<file path="src/shared/bpc_pkg.sv">
/*
  Package of the binary position control block: timing counts, position
  limits, reset values and the carrier structs of the binary lines.
  Assumes a 125 MHz system clock; the core, master model and bench import this package.
*/
// Contract
// - direction level selects open or close stepping
// - each step pulse moves one increment
// - preset one input drives toward preset one
// - preset two input drives toward preset two
// - reset held 50 ms clears error, resets
// - qualified reset starts a reference run
// - error output only in automatic mode
// - error persists until acknowledged
// - reached flags: closed, open, preset one, two
// - offline whenever external lines are ignored
// - preset one wins over preset two
// - manual mode uses local buttons only
// - requests beyond end positions are discarded
`default_nettype none
package bpc_pkg;

  // ---------------------------------------------------------------
  // timing
  // ---------------------------------------------------------------
  localparam int unsigned BPC_CLK_HZ = 125_000_000;
  localparam int unsigned BPC_RESET_MIN_MS = 50;
  localparam int unsigned BPC_RESET_MIN_CYC =
    (BPC_CLK_HZ / 1000) * BPC_RESET_MIN_MS;

  // ---------------------------------------------------------------
  // position range and reset values
  // ---------------------------------------------------------------
  localparam int unsigned BPC_POS_W = 16;
  localparam logic [15:0] BPC_POS_CLOSED = 16'h0000;
  localparam logic [15:0] BPC_POS_OPEN = 16'h0FA0;
  localparam logic [15:0] BPC_POS_RESET = 16'h0000;
  localparam int unsigned BPC_REF_CYC_DEF = 1000;

  // ---------------------------------------------------------------
  // carriers
  // ---------------------------------------------------------------
  typedef struct packed {
    logic dir_open;
    logic step;
    logic preset1;
    logic preset2;
    logic ext_reset;
  } bpc_cmd_t;

  typedef struct packed {
    logic error;
    logic closed;
    logic opened;
    logic at_preset1;
    logic at_preset2;
    logic offline;
  } bpc_stat_t;

  typedef enum logic [1:0] {
    BPC_ST_REF,
    BPC_ST_RUN,
    BPC_ST_ERR
  } bpc_state_t;

endpackage
`default_nettype wire

</file>
<file path="src/bpc_sync.sv">
/*
  Two flip-flop level synchroniser, one stage pair per bit.
  Assumes the inputs are levels from outside the clock domain.
*/
`timescale 1ns/1ps
`default_nettype none
module bpc_sync #(
  parameter int unsigned WIDTH = 5
) (
  input wire logic clk_sys_in,
  input wire logic rst_in,
  input wire logic [WIDTH-1:0] d_in,
  output logic [WIDTH-1:0] q_out
);
  logic [WIDTH-1:0] meta_reg;

  genvar gi;
  generate
    for (gi = 0; gi < WIDTH; gi++)
    begin : g_bit
      always_ff @(posedge clk_sys_in or posedge rst_in)
      begin
        if (rst_in)
        begin
          meta_reg[gi] <= 1'b0;
          q_out[gi] <= 1'b0;
        end
        else
        begin
          meta_reg[gi] <= d_in[gi];
          q_out[gi] <= meta_reg[gi];
        end
      end
    end
  endgenerate
endmodule
`default_nettype wire

</file>
<file path="src/bpc_core.sv">
/*
  Binary position control: step/direction and preset commands from the
  master control, qualified external reset, reference run and the
  status outputs. Assumes preset positions and the fault condition come
  from elsewhere in the driver as steady levels on the clock.
*/
`timescale 1ns/1ps
`default_nettype none
module bpc_core
  import bpc_pkg::*;
#(
  parameter int unsigned RESET_MIN_CYC = BPC_RESET_MIN_CYC,
  parameter int unsigned REF_CYC = BPC_REF_CYC_DEF
) (
  input wire logic clk_sys_in,
  input wire logic rst_in,
  input wire bpc_cmd_t cmd_in,
  input wire logic auto_mode_in,
  input wire logic btn_open_in,
  input wire logic btn_close_in,
  input wire logic fault_in,
  input wire logic ack_in,
  input wire logic [15:0] preset1_pos_in,
  input wire logic [15:0] preset2_pos_in,
  output bpc_stat_t stat_out,
  output logic [15:0] position_out
);

  // ---------------------------------------------------------------
  // input synchronisation
  // ---------------------------------------------------------------
  logic [7:0] raw_in;
  logic [7:0] sync_q;
  bpc_cmd_t cmd_s;
  logic auto_s;
  logic bopen_s;
  logic bclose_s;
  logic step_d_reg;
  logic step_rise;

  assign raw_in = {cmd_in, auto_mode_in, btn_open_in, btn_close_in};

  bpc_sync #(.WIDTH(8)) u_sync (
    .clk_sys_in(clk_sys_in),
    .rst_in(rst_in),
    .d_in(raw_in),
    .q_out(sync_q)
  );

  assign cmd_s = sync_q[7:3];
  assign auto_s = sync_q[2];
  assign bopen_s = sync_q[1];
  assign bclose_s = sync_q[0];

  always_ff @(posedge clk_sys_in or posedge rst_in)
  begin
    if (rst_in)
      step_d_reg <= 1'b0;
    else
      step_d_reg <= cmd_s.step;
  end

  assign step_rise = cmd_s.step & ~step_d_reg;

  // ---------------------------------------------------------------
  // qualified external reset
  // ---------------------------------------------------------------
  logic [23:0] rst_cnt_reg;
  logic ext_rst_pulse;

  always_ff @(posedge clk_sys_in or posedge rst_in)
  begin
    if (rst_in)
      rst_cnt_reg <= 24'h000000;
    else if (!cmd_s.ext_reset)
      rst_cnt_reg <= 24'h000000;
    else if (rst_cnt_reg < 24'(RESET_MIN_CYC))
      rst_cnt_reg <= rst_cnt_reg + 24'h000001;
  end

  // one pulse when the line has stood high long enough
  assign ext_rst_pulse = cmd_s.ext_reset &&
    (rst_cnt_reg == 24'(RESET_MIN_CYC - 1));

  // ---------------------------------------------------------------
  // state machine
  // ---------------------------------------------------------------
  bpc_state_t state_reg;
  logic [23:0] ref_cnt_reg;
  logic ref_done;

  assign ref_done = (ref_cnt_reg == 24'(REF_CYC - 1));

  always_ff @(posedge clk_sys_in or posedge rst_in)
  begin
    if (rst_in)
      state_reg <= BPC_ST_REF;
    else if (ext_rst_pulse)
      state_reg <= BPC_ST_REF;
    else
    begin
      unique case (state_reg)
        BPC_ST_REF:
          if (ref_done)
            state_reg <= BPC_ST_RUN;
        BPC_ST_RUN:
          if (fault_in)
            state_reg <= BPC_ST_ERR;
        BPC_ST_ERR:
          if (ack_in)
            state_reg <= BPC_ST_RUN;
        default:
          state_reg <= BPC_ST_REF;
      endcase
    end
  end

  always_ff @(posedge clk_sys_in or posedge rst_in)
  begin
    if (rst_in)
      ref_cnt_reg <= 24'h000000;
    else if (state_reg != BPC_ST_REF || ext_rst_pulse)
      ref_cnt_reg <= 24'h000000;
    else if (!ref_done)
      ref_cnt_reg <= ref_cnt_reg + 24'h000001;
  end

  // ---------------------------------------------------------------
  // position
  // ---------------------------------------------------------------
  logic [15:0] pos_reg;
  logic [15:0] target;
  logic preset_act;
  logic ext_ok;
  logic move_up;
  logic move_dn;

  // external step and preset lines are honoured only in automatic mode in the run state
  assign ext_ok = auto_s && (state_reg == BPC_ST_RUN);

  always_comb
  begin
    preset_act = 1'b0;
    target = pos_reg;
    move_up = 1'b0;
    move_dn = 1'b0;
    if (!auto_s)
    begin
      move_up = bopen_s & ~bclose_s;
      move_dn = bclose_s & ~bopen_s;
    end
    else if (ext_ok)
    begin
      if (cmd_s.preset1)
      begin
        preset_act = 1'b1;
        target = preset1_pos_in;
      end
      else if (cmd_s.preset2)
      begin
        preset_act = 1'b1;
        target = preset2_pos_in;
      end
      if (preset_act)
      begin
        move_up = target > pos_reg;
        move_dn = target < pos_reg;
      end
      else if (step_rise)
      begin
        move_up = cmd_s.dir_open;
        move_dn = ~cmd_s.dir_open;
      end
    end
  end

  always_ff @(posedge clk_sys_in or posedge rst_in)
  begin
    if (rst_in)
      pos_reg <= BPC_POS_RESET;
    else if (state_reg == BPC_ST_REF)
      pos_reg <= BPC_POS_CLOSED;
    else if (move_up && pos_reg < BPC_POS_OPEN)
      pos_reg <= pos_reg + 16'h0001;
    else if (move_dn && pos_reg > BPC_POS_CLOSED)
      pos_reg <= pos_reg - 16'h0001;
  end

  // ---------------------------------------------------------------
  // status outputs
  // ---------------------------------------------------------------
  always_ff @(posedge clk_sys_in or posedge rst_in)
  begin
    if (rst_in)
    begin
      stat_out <= '0;
      position_out <= BPC_POS_RESET;
    end
    else
    begin
      stat_out.error <= (state_reg == BPC_ST_ERR) && auto_s;
      stat_out.closed <= pos_reg == BPC_POS_CLOSED;
      stat_out.opened <= pos_reg == BPC_POS_OPEN;
      stat_out.at_preset1 <= pos_reg == preset1_pos_in;
      stat_out.at_preset2 <= pos_reg == preset2_pos_in;
      stat_out.offline <= !ext_ok;
      position_out <= pos_reg;
    end
  end

  // ---------------------------------------------------------------
  // assertions
  // ---------------------------------------------------------------
  property p_step_up;
    @(posedge clk_sys_in) disable iff (rst_in)
    (ext_ok && !cmd_s.preset1 && !cmd_s.preset2 && step_rise &&
     cmd_s.dir_open && pos_reg < BPC_POS_OPEN && !ext_rst_pulse)
    |=> pos_reg == $past(pos_reg) + 16'h0001;
  endproperty
  a_step_up: assert property (p_step_up)
    else $error("step toward open did not add one");

  property p_step_dn;
    @(posedge clk_sys_in) disable iff (rst_in)
    (ext_ok && !cmd_s.preset1 && !cmd_s.preset2 && step_rise &&
     !cmd_s.dir_open && pos_reg > BPC_POS_CLOSED && !ext_rst_pulse)
    |=> pos_reg == $past(pos_reg) - 16'h0001;
  endproperty
  a_step_dn: assert property (p_step_dn)
    else $error("step toward closed did not subtract one");

  property p_preset1;
    @(posedge clk_sys_in) disable iff (rst_in)
    (ext_ok && cmd_s.preset1 && preset1_pos_in > pos_reg &&
     pos_reg < BPC_POS_OPEN && !ext_rst_pulse) |=> pos_reg > $past(pos_reg);
  endproperty
  a_preset1: assert property (p_preset1)
    else $error("no move toward preset one");

  property p_preset2;
    @(posedge clk_sys_in) disable iff (rst_in)
    (ext_ok && !cmd_s.preset1 && cmd_s.preset2 &&
     preset2_pos_in < pos_reg && !ext_rst_pulse) |=> pos_reg < $past(pos_reg);
  endproperty
  a_preset2: assert property (p_preset2)
    else $error("no move toward preset two");

  property p_prio;
    @(posedge clk_sys_in) disable iff (rst_in)
    (ext_ok && cmd_s.preset1 && cmd_s.preset2 && !ext_rst_pulse &&
     preset1_pos_in == pos_reg) |=> pos_reg == $past(pos_reg);
  endproperty
  a_prio: assert property (p_prio)
    else $error("preset two overrode preset one");

  property p_ext_rst;
    @(posedge clk_sys_in) disable iff (rst_in)
    ext_rst_pulse |=> state_reg == BPC_ST_REF ##1 stat_out.offline;
  endproperty
  a_ext_rst: assert property (p_ext_rst)
    else $error("qualified reset did not start reference run");

  property p_short_rst;
    @(posedge clk_sys_in) disable iff (rst_in)
    (cmd_s.ext_reset && !$past(cmd_s.ext_reset)) |-> rst_cnt_reg == 24'h000000;
  endproperty
  a_short_rst: assert property (p_short_rst)
    else $error("reset accepted before minimum hold");

  property p_err_auto;
    @(posedge clk_sys_in) disable iff (rst_in)
    stat_out.error |-> $past(auto_s) && $past(state_reg) == BPC_ST_ERR;
  endproperty
  a_err_auto: assert property (p_err_auto)
    else $error("error shown outside automatic error state");

  property p_err_hold;
    @(posedge clk_sys_in) disable iff (rst_in)
    (state_reg == BPC_ST_ERR && !ack_in && !ext_rst_pulse)
    |=> state_reg == BPC_ST_ERR;
  endproperty
  a_err_hold: assert property (p_err_hold)
    else $error("error left without acknowledge");

  property p_limits;
    @(posedge clk_sys_in) disable iff (rst_in)
    pos_reg <= BPC_POS_OPEN;
  endproperty
  a_limits: assert property (p_limits)
    else $error("position beyond open end");

  property p_offline;
    @(posedge clk_sys_in) disable iff (rst_in)
    (state_reg != BPC_ST_RUN || !auto_s) |=> stat_out.offline;
  endproperty
  a_offline: assert property (p_offline)
    else $error("offline low while external lines are ignored");

  property p_ref_ignore;
    @(posedge clk_sys_in) disable iff (rst_in)
    (state_reg == BPC_ST_REF) |=> pos_reg == BPC_POS_CLOSED;
  endproperty
  a_ref_ignore: assert property (p_ref_ignore)
    else $error("position moved during reference run");

  property p_closed_flag;
    @(posedge clk_sys_in) disable iff (rst_in)
    (pos_reg == BPC_POS_CLOSED) |=> stat_out.closed;
  endproperty
  a_closed_flag: assert property (p_closed_flag)
    else $error("closed flag missing");

  c_step: cover property (@(posedge clk_sys_in) ext_ok && step_rise);
  c_err: cover property (@(posedge clk_sys_in) stat_out.error);
  c_ack: cover property (@(posedge clk_sys_in)
    state_reg == BPC_ST_ERR ##1 state_reg == BPC_ST_RUN);
  c_ext_rst: cover property (@(posedge clk_sys_in) ext_rst_pulse);

endmodule
`default_nettype wire

</file>
<file path="config.mk">
export PLATFORM = sky130hd
export DESIGN_NAME = bpc_core
export DESIGN_NICKNAME = d
export VERILOG_FILES = /design/src/shared/bpc_pkg.sv /design/src/bpc_sync.sv /design/src/bpc_core.sv
export SDC_FILE = /design/constraint.sdc
export NUM_CORES = 1
export LEC_CHECK = 0
export BUFFER_PORTS_ARGS = -buffer_cell sky130_fd_sc_hd__buf_2
export CORE_MARGIN = 1
export CORE_UTILIZATION = 30
export CTS_CLUSTER_SIZE = 25
export DETAILED_ROUTE_END_ITERATION = 7
export PLACE_DENSITY_LB_ADDON = 0.25
export REMOVE_ABC_BUFFERS = 1
export SYNTH_ARGS = -nofsm -noshare
export SYNTH_HDL_FRONTEND = slang
export SYNTH_HIERARCHICAL = 1
export SYNTH_SLANG_ARGS = --single-unit
</file>
<file path="constraint.sdc">
create_clock -name clk_sys_in -period 5.47 [get_ports clk_sys_in]
set_input_delay 0.2735 -clock clk_sys_in [delete_from_list [all_inputs] [get_ports clk_sys_in]]
set_output_delay 0.2735 -clock clk_sys_in [all_outputs]
set_load 0.05 [all_outputs]
</file>
==> results of run 1 <==
==> cells in the final DEF (no fill, tap or decap), drive strengths merged, types with 2 or more instances in the layout <==
master / count
nand3b: 3
a311oi: 3
a21boi: 11
a31oi: 3
clkbuf: 11
dfrtp: 105
or3: 11
nand2b: 7
xnor2: 47
nor2: 45
buf: 76
nor3: 18
a21o: 5
a2111o: 2
o31ai: 3
ha: 34
o21ai: 42
o311ai: 2
nor4: 10
nand2: 51
nor2b: 4
nand4bb: 3
inv: 32
a211oi: 6
and4: 3
nand3: 33
a31o: 3
a21oi: 34
o211ai: 5
mux2i: 20
nor4bb: 2
xor2: 23
or4: 3
and2: 10
o21a: 4
and3: 4
nand4: 25
==> per-layer routing <==
metal,routed length (um),vias to the layer above
met3,685,10
met4,193,0
met5,0,-
met2,6750,88
li1,-,2436
met1,7360,2257
==> cell type report <==
type | count | area share
Clock inverter | 5 | 0.00867
Tap cell | 265 | 0.0469
Inverter | 29 | 0.0157
Multi-Input combinational cell | 489 | 0.463
Timing Repair Buffer | 77 | 0.0591
Clock buffer | 11 | 0.0343
Sequential cell | 105 | 0.372
==> through the flow <==
stage / hold WS, ps / setup WS (ps) / instance area [um^2]
2_1_floorplan: 187 / 316 / 6010
3_3_place_gp: 299 / 487 / 6760
3_5_place_dp: 297 / 465 / 6760
4_1_cts: 6.56 / 426 / 7070
5_1_grt: 13.3 / 74.7 / 7070
6_report: 25.5 / 539 / 7070
==> timing repair <==
item,CTS,global route
resized for setup,0,1
hold endpoints to repair,27,0
hold buffers,1,0
setup endpoints to repair,0,1
==> final timing paths <==
path / cells past startpoint / to / slack (ps) / from
min in group asynchronous: 3 / pos_reg[8] / 460 / rst_in
worst min register to register: 0 / u_sync/q_out[3] / 350 / u_sync/meta_reg[3]
worst max-delay path: 17 / pos_reg[14] / 540 / u_sync/q_out[4]
max in group asynchronous: 4 / ref_cnt_reg[8] / 3890 / rst_in
worst min-delay path: 1 / u_sync/meta_reg[3] / 30 / cmd_in[0]
worst max register to register: 17 / pos_reg[14] / 540 / u_sync/q_out[4]
==> power by group <==
part / leakage (uW) / internal, uW / total (uW) / switching [uW]
logic: 0.00154 / 167 / 420 / 253
registers: 0.00141 / 821 / 874 / 53.3
clock network: 0.000151 / 372 / 673 / 301
total: 0.00310 / 1360 / 1970 / 607
==> cells by family after synthesis <==
group                      synth area share
DFF                                   0.428
xor gates and xnor gates             0.0998
and+or+nand+nor                       0.196
muxes                                0.0326
AOI/OAI and AO/OA                     0.132
adders and majority gates            0.0725
buffers and inverters                0.0397
==> impl_metrics.env, run 1 <==
export IMPL_place_gp_congestion=0.818
export IMPL_finalHoldViolCount=0
export IMPL_rows=51
export IMPL_ys_ff_latch=105
export IMPL_drtAntennaViolNets=0
export IMPL_portBuffers=65
export IMPL_drtIter0Drc=279
export IMPL_grt_busiest_layer="met2"
export IMPL_endpoint_kind="register"
export IMPL_start_util=0.310
export IMPL_ys_types=53
export IMPL_power_density_nw_per_um2=278
export IMPL_setup_violations=0
export IMPL_use_met1=0.211
export IMPL_grt_pass1_vias=4764
export IMPL_cp_required_ps=5750
export IMPL_crit_slowest_cell="or4_1"
export IMPL_crit_arrival_ps=5210
export IMPL_ys_seq_area_frac=0.428
export IMPL_post_cts_buffers=0
export IMPL_regArea_um2=2630
export IMPL_cts_buffers=9
export IMPL_wirelength_mm=15.0
export IMPL_cp_start_kind="register"
export IMPL_first_pass_iters=4
export IMPL_fin_nets=790
export IMPL_wl_per_cell_um=15.3
export IMPL_fillCellCount=2065
export IMPL_tightest_slew_ps=909
export IMPL_fin_util=0.357
export IMPL_dieArea_um2=21000
export IMPL_avgSynthCellArea_um2=9.36
export IMPL_status="finished, final reports clean"
export IMPL_drc_errors=0
export IMPL_synth_most_common_cell="dfrtp_1"
export IMPL_clkTransAtPathRegs_ps=70
export IMPL_num_antenna_cells=0
export IMPL_place_inst=964
export IMPL_fmax_ghz=0.203
export IMPL_cts_htree_levels=3
export IMPL_max_slew_margin_rel=0.394
export IMPL_grt_max_degree=63
export IMPL_viasPerCell=4.88
export IMPL_cts_sinks=105
export IMPL_clock_latency_ps=350
export IMPL_critical_path_top_delay_family="compound AO/OA/AOI/OAI gates"
export IMPL_fp_dieW_um=145
export IMPL_grt_overflow_total=0
export IMPL_coreArea_um2=19800
export IMPL_critPathBufInv=3
export IMPL_synthFlopType="dfrtp_1"
export IMPL_area_growth_pct=15.1
export IMPL_p_leak_uw=0.00310
export IMPL_synthTopCellsByCount="dfrtp_1 (105), nand2_1 (51), xnor2_1 (47), nor2_1 (44), o21ai_0 (41)"
export IMPL_ir_drop_mv=0.209
export IMPL_root_buffer="clkbuf_16"
export IMPL_antenna_found_initial=0
export IMPL_rsz0062_at_grt="false"
export IMPL_tns_ps=0
export IMPL_synthesis_area_um2=6140
export IMPL_grt_use_met2=0.234
export IMPL_io_pins=66
export IMPL_synth_top_area_frac=0.428
export IMPL_die_height_um=145
export IMPL_synth_edf_count=0
export IMPL_synth_top_cells_by_area="dfrtp_1 (43%), ha_1 (6.9%), xnor2_1 (6.7%), o21ai_0 (3.3%), xor2_1 (3.3%)"
export IMPL_path_cells="buf_4 > mux2i_1 > o21ai_0 > ha_1 > nand4_1 > or4_1 > o2111ai_1 > a31o_2 > inv_1 > buf_4 > ha_1 > or3_1 > o311ai_0 > a21oi_1 > o21a_1 > a211o_1 > a21oi_1"
export IMPL_layout_min_cycle_time_ps=4930
export IMPL_gr_usage_all_layers=0.150
export IMPL_syn_inst=656
export IMPL_use_met3=0.0248
export IMPL_cts_tree="done"
export IMPL_min_period_over_period=0.901
export IMPL_multi_input_area_um2=3280
export IMPL_final_layout_size_suffix_gt1_frac=0.137
export IMPL_synth_top_area_cell="dfrtp_1"
export IMPL_fin_skew_ps=7.73
export IMPL_yosys_warnings=6
export IMPL_dpl_hpwl_mm=11.1
export IMPL_cp_max_fo=22
export IMPL_maxCapViolations=0
export IMPL_async_flop_share=1.00
export IMPL_grt_pass1_wl_mm=25.1
export IMPL_instances_no_fill=981
export IMPL_drv_slew=0
export IMPL_min_path_type="in2reg"
export IMPL_vias=4791
export IMPL_max_clock_path_buffers=2
export IMPL_max_stage_delay_ps=570
export IMPL_critPathKind="reg2reg"
export IMPL_finalPower_uw=1970
(Power assumes the default switching activity.)
==> run 2, diff against run 1 <==
--- a/config.mk
+++ b/config.mk
@@ -7,7 +7,7 @@
 export LEC_CHECK = 0
 export BUFFER_PORTS_ARGS = -buffer_cell sky130_fd_sc_hd__buf_2
 export CORE_MARGIN = 1
-export CORE_UTILIZATION = 30
+export CORE_UTILIZATION = 44
 export CTS_CLUSTER_SIZE = 25
 export DETAILED_ROUTE_END_ITERATION = 7
 export PLACE_DENSITY_LB_ADDON = 0.25
==> impl_metrics.env, run 2 (synthesis gave the netlist of run 1 again) <==
export IMPL_status="finished, final reports clean"
export IMPL_min_period_over_period=0.927
export IMPL_max_clock_path_buffers=2
export IMPL_critPathKind="reg2reg"
export IMPL_fin_skew_ps=11.9
export IMPL_clkTransAtPathRegs_ps=70
export IMPL_cp_required_ps=5750
export IMPL_dp_slack_ps=325
export IMPL_tightest_slew_ps=970
export IMPL_wl_per_cell_um=16.5
export IMPL_drtIter0Drc=320
export IMPL_clock_latency_ps=360
export IMPL_final_layout_size_suffix_gt1_frac=0.132
export IMPL_endpoint_kind="register"
export IMPL_die_height_um=120
export IMPL_vias=5070
export IMPL_maxCapViolations=0
export IMPL_first_pass_iters=5
export IMPL_cp_start_kind="register"
export IMPL_cts_tree="done"
export IMPL_fmax_ghz=0.197
export IMPL_place_gp_congestion=0.924
export IMPL_setup_violations=0
export IMPL_wirelength_mm=14.7
export IMPL_area_growth_pct=12.5
export IMPL_antenna_found_initial=0
export IMPL_p_leak_uw=0.00307
export IMPL_dpl_hpwl_mm=10.5
export IMPL_crit_arrival_ps=5350
export IMPL_p_switching_uw=596
export IMPL_tns_ps=0
export IMPL_p_seq_frac=0.460
export IMPL_num_antenna_cells=0
export IMPL_cp_max_fo=20
export IMPL_root_buffer="clkbuf_16"
export IMPL_ir_drop_mv=0.204
export IMPL_drv_slew=0
export IMPL_grt_max_degree=77
export IMPL_min_path_type="in2reg"
export IMPL_drc_errors=0
export IMPL_cts_buffers=9
export IMPL_layout_min_cycle_time_ps=5070
export IMPL_dieArea_um2=14400
export IMPL_fin_nets=789
export IMPL_grt_overflow_total=0
export IMPL_fp_dieW_um=120
export IMPL_gr_usage_all_layers=0.211
export IMPL_pwr_share_clk=0.322
export IMPL_start_util=0.457
export IMPL_finalHoldViolCount=0
export IMPL_combPwrFrac=0.219
export IMPL_max_slew_margin_rel=0.354
export IMPL_rows=42
export IMPL_rsz0062_at_grt="false"
export IMPL_p_sw_frac=0.311
export IMPL_power_density_nw_per_um2=277
export IMPL_viasPerCell=5.70
export IMPL_post_cts_buffers=0
export IMPL_grt_pass1_wl_mm=23.9
export IMPL_grt_pass1_vias=5016
export IMPL_cts_sinks=105
export IMPL_io_pins=66
export IMPL_cts_htree_levels=3
export IMPL_internal_power_uw=1320
export IMPL_coreArea_um2=13500
export IMPL_drtAntennaViolNets=0
export IMPL_layout_commonest_cell="dfrtp_1"
export IMPL_portBuffers=65
export IMPL_setup_ws_ps=397
export IMPL_layout_common_cells="dfrtp_1 (104), buf_2 (65), nand2_1 (51)"
[run 2: cell types whose count changed in the layout (fill, tap and decap cells not counted), sizes merged]
cell,change
inv,-4
buf,-1
bufinv,-1
clkinvlp,+2
clkbuf,+1
[run 2: area by class of cell]
| cell class | count | area, um^2 |
|---|---|---|
| Tap cell | 176 | 220 |
| Timing Repair Buffer | 76 | 410 |
| Inverter | 29 | 110 |
| Clock inverter | 2 | 15.0 |
| Sequential cell | 105 | 2630 |
| Fill cell | 1248 | 6540 |
| Multi-Input combinational cell | 489 | 3270 |
| Clock buffer | 12 | 256 |
[run 2: final timing paths]
path | start | slack, ps | end | depth (start not counted)
max in group asynchronous | rst_in | 3840 | position_out[8] | 4
min | cmd_in[4] | 30 | u_sync/meta_reg[7] | 1
min in group asynchronous | rst_in | 410 | rst_cnt_reg[5] | 3
max | u_sync/q_out[5] | 400 | pos_reg[14] | 16
min reg2reg | u_sync/meta_reg[6] | 350 | u_sync/q_out[6] | 0
max reg2reg | u_sync/q_out[5] | 400 | pos_reg[14] | 16
[run 2: per-stage QoR]
step / total power, uW / hold WS, ps / util / cells / area (um^2)
after floorplan: 1180 / 187 / - / 623 / 6010
after detailed placement: 1310 / 217 / 0.493 / 874 / 6630
final: 1910 / 25.2 / 0.514 / 889 / 6910
after global placement: 1290 / 208 / 0.493 / 874 / 6630
after global routing: 2010 / 13.7 / 0.514 / 889 / 6910
after CTS: 1920 / 14.9 / 0.514 / 889 / 6910
[run 2: routing by layer]
metal  vias to the layer above  GRT usage  share of wire
met4                         0     0.0680          0.019
met5                         -          0              0
met1                      2469      0.273           0.46
met2                       151      0.346           0.47
li1                       2429          -              -
met3                        21     0.0504          0.055
[run 2: power groups by stage]
stage	clock network (uW)	registers, uW	logic, uW
2_1_floorplan	0	909	272
3_3_place_gp	0	890	402
3_5_place_dp	0	892	415
4_1_cts	628	878	418
5_1_grt	654	884	467
6_report	616	879	418
[run 2: what timing repair did]
action / in CTS / in global routing
endpoints found under the setup margin: 0 / 1
endpoints found under the hold margin: 13 / 0
gates resized for setup: 0 / 1
hold buffers: 1 / 0
[run 2: worst max-delay path: stages (launching register included)]
cell,delay [ps]
dfrtp_1,720
o21ai_0,210
ha_1,360
nand4_1,140
or4_1,580
o2111ai_1,310
a31o_2,390
inv_1,190
buf_4,230
fa_1,420
nand3_1,120
a21oi_1,110
o311ai_0,480
a21oi_1,150
o21a_1,210
a211o_1,220
a21oi_1,140
